[src/hdl/afsr_pkg.sv]
// Package of constants for the frame-synchronised converter readout block
package afsr_pkg;
   // ==========================================================
   // Frame layout
   localparam int AFSR_WORD_BITS = 24;
   localparam int AFSR_NUM_CH = 2;
   localparam int AFSR_FRAME_WORDS = AFSR_NUM_CH + 2;
   // ==========================================================
   // Status word fields
   localparam int AFSR_STAT_RESYNC_BIT = 13;
   localparam int AFSR_STAT_FRESH_BIT = 0;
   localparam logic [15:0] AFSR_STAT_RESET = 16'h0500;
   // ==========================================================
   // Conversion timing, in master clock cycles
   localparam int AFSR_CONV_PERIOD = 32;
   localparam int AFSR_SYNC_TOL = 1;
   localparam logic [AFSR_WORD_BITS-1:0] AFSR_ZERO_WORD = 24'h000000;
   // ==========================================================
   // Serial phase states
   typedef enum logic [1:0] {AFSR_IDLE, AFSR_SHIFT, AFSR_DONE} afsr_phase_t;
endpackage

[src/hdl/afsr_edge_sync.sv]
// Two-stage synchroniser with rise and fall detection
module afsr_edge_sync
   import afsr_pkg::*;
(
   input wire logic clk_sys,
   input wire logic srst,
   input wire logic clk_en,
   input wire logic async_in,
   input wire logic init_level,
   output logic level_q,
   output logic rise,
   output logic fall
);
   logic meta_q;
   logic sync_q;
   logic prev_q;

   always_ff @(posedge clk_sys)
   begin
      if (srst)
      begin
         // Idle level at reset, so no false edge follows release
         meta_q <= init_level;
         sync_q <= init_level;
         prev_q <= init_level;
      end
      else if (clk_en)
      begin
         meta_q <= async_in;
         sync_q <= meta_q;
         prev_q <= sync_q;
      end
   end

   // First stage feeds only the second
   assign level_q = sync_q;
   assign rise = clk_en & sync_q & ~prev_q;
   assign fall = clk_en & ~sync_q & prev_q;
endmodule

[src/hdl/afsr_readout.sv]
// Converter readout core: sync check, frame acknowledge and serial output
// ==========================================================
module afsr_readout
   import afsr_pkg::*;
#(
   parameter int WORD_BITS = AFSR_WORD_BITS,
   parameter int NUM_CH = AFSR_NUM_CH,
   parameter int CONV_PERIOD = AFSR_CONV_PERIOD
)
(
   input wire logic clk_sys,
   input wire logic srst,
   input wire logic clk_en,
   input wire logic master_clock_input,
   input wire logic sync_reset_n,
   input wire logic cs_n,
   input wire logic sclk,
   input wire logic [WORD_BITS*NUM_CH-1:0] sample_data,
   input wire logic status_clear,
   output logic dout_o,
   output logic dout_oe_n,
   output logic conversion_ready_out,
   output logic resync_fault_flag
);
   localparam int FRAME_WORDS = NUM_CH + 2;
   localparam int FRAME_BITS = FRAME_WORDS * WORD_BITS;
   localparam int BW = $clog2(FRAME_BITS + 1);
   localparam int CW = $clog2(CONV_PERIOD);

   // Status word needs 16 bits; a grid shorter than 4 cannot tell on from off
   if (WORD_BITS < 16 || NUM_CH < 1 || CONV_PERIOD < 4)
   begin : g_bad_params
      $error("afsr_readout: unsupported parameters");
   end

   // ==========================================================
   // Pin synchronisers
   logic mclk_rise;
   logic sync_rise;
   logic cs_lvl, cs_rise, cs_fall;
   logic sclk_rise, sclk_fall;

   // Init levels match each pin's idle level
   afsr_edge_sync u_mclk (.clk_sys(clk_sys), .srst(srst), .clk_en(clk_en), .async_in(master_clock_input),
      .init_level(1'b0), .level_q(), .rise(mclk_rise), .fall());
   afsr_edge_sync u_sync (.clk_sys(clk_sys), .srst(srst), .clk_en(clk_en), .async_in(sync_reset_n),
      .init_level(1'b1), .level_q(), .rise(sync_rise), .fall());
   afsr_edge_sync u_cs (.clk_sys(clk_sys), .srst(srst), .clk_en(clk_en), .async_in(cs_n),
      .init_level(1'b1), .level_q(cs_lvl), .rise(cs_rise), .fall(cs_fall));
   afsr_edge_sync u_sclk (.clk_sys(clk_sys), .srst(srst), .clk_en(clk_en), .async_in(sclk),
      .init_level(1'b0), .level_q(), .rise(sclk_rise), .fall(sclk_fall));

   // ==========================================================
   // Conversion grid on the master clock
   logic [CW-1:0] phase_q;
   logic conv_tick;
   logic sync_on_grid;
   logic sync_strobe;
   assign conv_tick = mclk_rise && (phase_q == CW'(CONV_PERIOD - 1));
   // Sync strobe ends on rising edge; aligned only at grid boundary
   assign sync_strobe = sync_rise;
   assign sync_on_grid = (phase_q == '0) || (phase_q == CW'(CONV_PERIOD - 1));

   always_ff @(posedge clk_sys)
   begin
      if (srst)
         phase_q <= '0;
      else if (clk_en && mclk_rise)
         phase_q <= conv_tick ? '0 : phase_q + CW'(1); // Sync never restarts the grid
   end

   // ==========================================================
   // Resync fault flag: set beats clear
   logic fault_q;
   logic fault_set;
   assign fault_set = sync_strobe && !sync_on_grid;
   always_ff @(posedge clk_sys)
   begin
      if (srst)
         fault_q <= 1'b0;
      else if (clk_en)
      begin
         if (fault_set)
            fault_q <= 1'b1;
         else if (status_clear)
            fault_q <= 1'b0;
      end
   end
   assign resync_fault_flag = fault_q;

   // ==========================================================
   // Result latch and read acknowledge
   logic [WORD_BITS*NUM_CH-1:0] held_q;
   logic fresh_q;
   logic ready_q;
   logic [BW-1:0] bit_cnt_q;
   logic frame_full;
   logic frame_done;
   logic shifting;
   assign shifting = !cs_lvl;
   assign frame_full = (bit_cnt_q == BW'(FRAME_BITS));
   assign frame_done = cs_rise && frame_full; // Partial frame leaves data unread

   // A tick during a frame is dropped; keeps the shifted words consistent
   always_ff @(posedge clk_sys)
   begin
      if (srst)
      begin
         held_q <= '0;
         fresh_q <= 1'b0;
         ready_q <= 1'b1;
      end
      else if (clk_en)
      begin
         if (conv_tick && !shifting)
         begin
            held_q <= sample_data;
            fresh_q <= 1'b1;
            ready_q <= 1'b0;
         end
         else if (frame_done)
         begin
            fresh_q <= 1'b0;
            ready_q <= 1'b1;
         end
      end
   end
   assign conversion_ready_out = ready_q; // Shared pacing across devices

   // ==========================================================
   // Frame shift register: status, channels, trailing word
   logic [FRAME_BITS-1:0] frame_q;
   logic [FRAME_BITS-1:0] frame_load;
   logic [15:0] status_word;
   logic dout_q;
   logic oe_n_q;
   assign status_word = AFSR_STAT_RESET | (16'(fault_q) << AFSR_STAT_RESYNC_BIT)
      | (16'(fresh_q) << AFSR_STAT_FRESH_BIT);
   assign frame_load = {status_word, {(WORD_BITS-16){1'b0}}, held_q, {WORD_BITS{1'b0}}};

   always_ff @(posedge clk_sys)
   begin
      if (srst)
      begin
         frame_q <= '0;
         bit_cnt_q <= '0;
         dout_q <= 1'b0;
         oe_n_q <= 1'b1;
      end
      else if (clk_en)
      begin
         oe_n_q <= cs_lvl; // Released while chip select high
         if (cs_fall)
         begin
            frame_q <= frame_load;
            bit_cnt_q <= '0;
            dout_q <= frame_load[FRAME_BITS-1];
         end
         else if (shifting && sclk_fall && !frame_full)
         begin
            frame_q <= {frame_q[FRAME_BITS-2:0], 1'b0};
            dout_q <= frame_q[FRAME_BITS-2];
         end
         if (shifting && sclk_rise && !frame_full)
            bit_cnt_q <= bit_cnt_q + BW'(1);
      end
   end
   assign dout_o = dout_q;
   assign dout_oe_n = oe_n_q;
endmodule

[config.mk]
export PLATFORM = sky130hd
export DESIGN_NAME = afsr_readout
export DESIGN_NICKNAME = d
export VERILOG_FILES = /design/src/hdl/afsr_pkg.sv /design/src/hdl/afsr_edge_sync.sv /design/src/hdl/afsr_readout.sv
export SDC_FILE = /design/constraint.sdc
export NUM_CORES = 1
export LEC_CHECK = 0
export BUFFER_PORTS_ARGS = -buffer_cell sky130_fd_sc_hd__buf_2
export CORE_AREA = 2 2 122 124
export CTS_CLUSTER_DIAMETER = 30
export DETAILED_ROUTE_END_ITERATION = 12
export DIE_AREA = 0 0 124 126
export PLACE_DENSITY = 0.67
export RECOVER_POWER = 100
export SLEW_MARGIN = 20
export SYNTH_ARGS = -nofsm -noshare
export SYNTH_HDL_FRONTEND = slang
export SYNTH_HIERARCHICAL = 1
export SYNTH_SLANG_ARGS = --single-unit
export TNS_END_PERCENT = 5
[constraint.sdc]
create_clock -name clk_sys -period 2.3 [get_ports clk_sys]
set_input_delay 0.115 -clock clk_sys [delete_from_list [all_inputs] [get_ports clk_sys]]
set_output_delay 0.115 -clock clk_sys [all_outputs]
set_load 0.05 [all_outputs]
==> flow_summary.yaml, run 1 <==
cells_and_area:
  postLayoutCoreUtil_pct: 54.8
  n_antenna_cell: 0
  multi_input_comb_area_um2: 2950
  area_growth_pct: 24.9
  nets: 813
  nFillCells: 1276
  mostFrequentLayoutCells: "136 x dfxtp_1, 121 x nand2_1, 56 x a21oi_1, 54 x buf_2, 51 x dlygate4sd3_1"
  drive_above_1_share_pct: 16.7
  register_area_um2: 3080
  final_common_cell: "dfxtp_1"
  fin_area_um2: 7850
pwr:
  ir_drop_v: 0.000594
  leakage_nw: 3.54
  power.density_nw_per_um2: 749
timing:
  slew_violations: 0
  holdWs_ns: 0.00796
  finClkSkew_ns: 0.00755
  worst-slew-pin-transition_ns: 1.16
  hold_viol_final: 0
  rsz0062_at_grt: "false"
  setup_tns_ns: 0
  min_period_ns: 2.14
  max_freq_mhz: 466
  final-setup-viol-count: 0
  max-slew-margin-rel_pct: 22.5
  period_share_pct: 93.2
global_routing:
  grt_remaining_overflow: 0
  grt_use_total_pct: 18.6
  grt_pass1_vias: 4956
  antenna_found_initial: 0
  grt_pass1_wl_mm: 23.1
  grt_max_degree: 96
clock_network:
  clk_latency_ns: 0.42
  htree_levels: 4
  cts_tree: "done"
  clockRootBuffer: "clkbuf_16"
  cts_buffers: 17
  path_clk_slew_ns: 0.06
  cts_setup_buffers: 0
  clockBufferDepth: 2
  clkSinkCount: 148
place:
  place_hpwl_mm: 8.44
  port_buffers: 59
  gp_congestion: 0.761
  placed_area_um2: 6790
floorplan:
  ios: 60
  start_util_pct: 43.9
  rows: 44
  die_h_um: 126
  coreArea_um2: 14300
  fp.dieW_um: 124
  die-area_um2: 15600
critical_path:
  end_kind: "flop"
  cp_max_fo: 48
  critPathKind: "flop to flop"
  crit_path_start_kind: "flop"
  critPathSlowestCell: "or4b_1"
  critPathRequiredTime_ns: 2.66
  cp_slowest_stage_delay_ns: 0.68
  cp-startpoint: "bit_cnt_q[2]$_SDFFE_PP0P_"
  rrSetupSlack_ns: 0.16
  cp.arrival_ns: 2.51
  path_cells: "or4b_1 > o211ai_4 > buf_6 > a221o_1 > o211a_1"
  timing.rr.start: "bit_cnt_q[2]$_SDFFE_PP0P_"
run:
  maxCapViolCount: 0
drt:
  wl_mm: 13.9
  wl_per_cell_um: 14.7
  drt_iter0_markers: 327
  antenna_left: 0
  vias: 5161
  drtPass1Iterations: 4
  vias_per_cell: 5.44
  drc: 0
synth:
  synth_area_um2: 6280
  syn_area_per_cell_um2: 9.61
  ys_warn_count: 6
  synthCells: 654
status:
  status: "completed"
worst_hold_path:
  hold_start: "status_clear"
  hold_path.class: "primary input to flop"
-- metal layers --
| metal | up-vias | global-route usage (%) | wire (um) |
|---|---|---|---|
| li1 | 2573 | - | - |
| met1 | 2462 | 22.9 | 6450 |
| met2 | 107 | 31.6 | 6720 |
| met3 | 19 | 3.94 | 493 |
| met4 | 0 | 7.34 | 250 |
| met5 | - | 0 | 0 |
-- registers in the layout, summed over array words and instances, names as in the netlist --
signal                flops
u_mclk/meta_q             1
conversion_ready_out      1
u_sync/meta_q             1
u_sclk/prev_q             1
dout_oe_n                 1
frame_q                  71
fresh_q                   1
dout_o                    1
u_sync/level_q            1
u_sync/prev_q             1
u_cs/level_q              1
bit_cnt_q                 7
u_mclk/level_q            1
u_cs/meta_q               1
u_mclk/prev_q             1
held_q                   48
u_cs/prev_q               1
u_sclk/level_q            1
u_sclk/meta_q             1
phase_q                   5
resync_fault_flag         1
-- cell type report --
class | count | area share (%)
flip-flops and latches | 148 | 39.3
multi-input cells | 452 | 37.6
clock inverters | 11 | 1.26
clock buffers | 21 | 6.01
inverters | 6 | 0.287
repair buffers | 127 | 12.6
well taps | 184 | 2.93
-- power breakdown --
part	internal, mW	total, mW	switching [mW]	leakage [nW]
Clock	1.58	2.65	1.07	0.283
Combinational	0.262	0.499	0.237	2.03
Sequential	2.69	2.73	0.0383	1.22
-- metrics by stage --
stage	instances	total power [mW]	worst slack (ns)
6_report	949	5.88	0.156
5_1_grt	949	6.09	0.0633
4_1_cts	949	5.94	0.201
3_5_place_dp	866	3.22	0.209
3_3_place_gp	866	3.20	0.270
2_1_floorplan	664	3.08	0.176
-- repair_timing --
action,4_1_cts,5_1_grt
gates resized for setup,0,0
hold buffers,51,0
setup endpoints to repair,0,0
hold endpoints to repair,51,0
-- worst max-delay path: cells and delay by family, from the launching register on --
family / cells / cell delay (ns)
and+or+nand+nor: 1 / 0.68
AOI/OAI and AO/OA: 3 / 0.65
DFF: 1 / 0.35
buffers and inverters: 1 / 0.38
-- path summary, 6_finish.rpt --
path,depth (start not counted),endpoint
worst max-delay path,5,frame_q[52]$_SDFFE_PP0P_
worst min-delay path,4,resync_fault_flag$_SDFFE_PP0P_
worst max register to register,5,frame_q[52]$_SDFFE_PP0P_
worst min register to register,2,held_q[4]$_SDFFE_PP0P_
Note: power is estimated with default switching activity, not from simulation.
==> inputs of run 2 (changes only) <==
--- a/config.mk
+++ b/config.mk
@@ -6,11 +6,11 @@
 export NUM_CORES = 1
 export LEC_CHECK = 0
 export BUFFER_PORTS_ARGS = -buffer_cell sky130_fd_sc_hd__buf_2
-export CORE_AREA = 2 2 122 124
+export CORE_AREA = 2 2 129 131
 export CTS_CLUSTER_DIAMETER = 30
 export DETAILED_ROUTE_END_ITERATION = 12
-export DIE_AREA = 0 0 124 126
-export PLACE_DENSITY = 0.67
+export DIE_AREA = 0 0 131 133
+export PLACE_DENSITY = 0.61
 export RECOVER_POWER = 100
 export SLEW_MARGIN = 20
 export SYNTH_ARGS = -nofsm -noshare
==> run 2 against run 1 <==
  * Fmax is 0.42% higher
  * Sequential cell count unchanged
  * Sequential power is essentially flat
  * Worst hold slack better by 0.098 ns
  * Worst setup slack gained 0.0090 ns
  * Die area is 12% higher
  * Sequential share of layout area up 0.12 points
  * Clock skew about the same
  * Largest cell class unchanged
  * Wire length up 1.5%
  * Clock power down 3%
  * First-iteration DRC count fell by 3.7%
  * Largest power group unchanged
  * Utilization decreased by 6.4 points
==> flow_summary.yaml, run 2 (synthesized netlist as in run 1, its figures left out) <==
timing:
  period_share_pct: 92.8
  finClkSkew_ns: 0.00708
  min_period_ns: 2.14
  final-setup-viol-count: 0
  setup_tns_ns: 0
  worst-slew-pin-transition_ns: 1.14
  max_freq_mhz: 468
  hold_viol_final: 0
  max-slew-margin-rel_pct: 23.7
  rsz0062_at_grt: "false"
  slew_violations: 0
clock_network:
  clk_latency_ns: 0.42
  htree_levels: 4
  holdBufCountCts: 53
  cts_resized: 0
  cts_setup_buffers: 0
  cts_tree: "done"
  clockBufferDepth: 2
  cts_buffers: 17
  clkSinkCount: 148
  path_clk_slew_ns: 0.06
  clockRootBuffer: "clkbuf_16"
pwr:
  power.density_nw_per_um2: 741
  combPwrFrac_pct: 8.4
  power.share.sequential_pct: 47.1
  ir_drop_v: 0.000538
  leakage_nw: 3.51
  swShare_pct: 21.8
  switching_power_mw: 1.27
  internal-power_mw: 4.53
  p_clk_share_pct: 44.5
critical_path:
  end_kind: "flop"
  critPathKind: "flop to flop"
  crit_path_start_kind: "flop"
  cp_max_fo: 56
  critPathRequiredTime_ns: 2.61
  cp.arrival_ns: 2.44
global_routing:
  grt_pass1_vias: 4812
  antenna_found_initial: 0
  grt_use_total_pct: 16.5
  grt_pass1_wl_mm: 22.9
  grt_remaining_overflow: 0
  grt_max_degree: 58
cells_and_area:
  n_antenna_cell: 0
  drive_above_1_share_pct: 16.1
  nFillCells: 1527
  area_growth_pct: 24.5
  mostFrequentLayoutCells: "136 x dfxtp_1, 121 x nand2_1, 56 x a21oi_1, 54 x buf_2, 53 x dlygate4sd3_1"
  top_regs: "frame_q (71), held_q (48), bit_cnt_q (7)"
  fin_area_um2: 7820
  regMostFlops: "frame_q"
  largest_reg_flops: 71
  nets: 812
  final_common_cell: "dfxtp_1"
  postLayoutCoreUtil_pct: 48.4
floorplan:
  die_h_um: 133
  fp.dieW_um: 131
  rows: 47
  start_util_pct: 38.9
  coreArea_um2: 16200
  die-area_um2: 17400
  ios: 60
drt:
  vias: 5119
  wl_mm: 14.1
  wl_per_cell_um: 14.4
  drc: 0
  antenna_left: 0
  drt_iter0_markers: 315
  vias_per_cell: 5.21
  drtPass1Iterations: 5
run:
  maxCapViolCount: 0
place:
  port_buffers: 59
  place_hpwl_mm: 8.47
  placed_area_um2: 6780
  gp_congestion: 0.719
worst_hold_path:
  hold_path.class: "primary input to flop"
status:
  status: "completed"
run 2: cell types whose count changed in the layout (fill, tap and decap cells not counted), sizes merged:
cell / change
clkbuf: +7
buf: -5
inv: -3
clkinv: -2
dlygate4sd3: +2
clkinvlp: -1
run 2: routing by layer:
metal	wire, um	up-vias	global-route usage, %
met5	0	-	0
met4	118	0	5.02
met3	480	8	4.41
met2	6890	105	27.0
met1	6630	2444	21.3
li1	-	2562	-
run 2: layout make-up:
class                           count  area [um2]  area share (%)
Clock inverter                      5        50.0           0.640
Multi-Input combinational cell    452        2950            37.8
Tap cell                          220         275            3.52
Inverter                            6        22.5           0.288
Sequential cell                   148        3080            39.4
Timing Repair Buffer              126         940            12.0
Clock buffer                       26         499            6.38
run 2: metrics by stage:
stage | std cells | power, mW | hold WS [ns] | setup slack, ns
after floorplan | 664 | 3.08 | 0.251 | 0.176
after global placement | 899 | 3.19 | 0.357 | 0.304
after detailed placement | 899 | 3.21 | 0.363 | 0.245
after CTS | 983 | 5.88 | 0.0712 | 0.220
after global routing | 983 | 6.03 | 0.0950 | 0.00932
final | 983 | 5.80 | 0.106 | 0.165
run 2: worst paths after layout:
path | start | endpoint | slack, ns | depth (start not counted)
min | clk_en | frame_q[24]$_SDFFE_PP0P_ | 0.11 | 3
max reg2reg | bit_cnt_q[2]$_SDFFE_PP0P_ | frame_q[88]$_SDFFE_PP0P_ | 0.16 | 5
max | bit_cnt_q[2]$_SDFFE_PP0P_ | frame_q[88]$_SDFFE_PP0P_ | 0.16 | 5
min reg2reg | held_q[28]$_SDFFE_PP0P_ | held_q[28]$_SDFFE_PP0P_ | 0.46 | 2
run 2: power groups by stage:
stage / sequential [mW] / combinational (mW) / clock (mW)
CTS: 2.73 / 0.492 / 2.65
global placement: 2.78 / 0.404 / 0
detailed placement: 2.79 / 0.420 / 0
global route: 2.74 / 0.530 / 2.76
finish: 2.73 / 0.485 / 2.58
floorplan: 2.78 / 0.305 / 0
run 2: critical path, cell delays in order (launching register included):
cell and delay, ns:
dfxtp_1 0.35, or4b_1 0.67, o211ai_4 0.24, nand2_2 0.17, buf_6 0.27, o221a_2 0.31
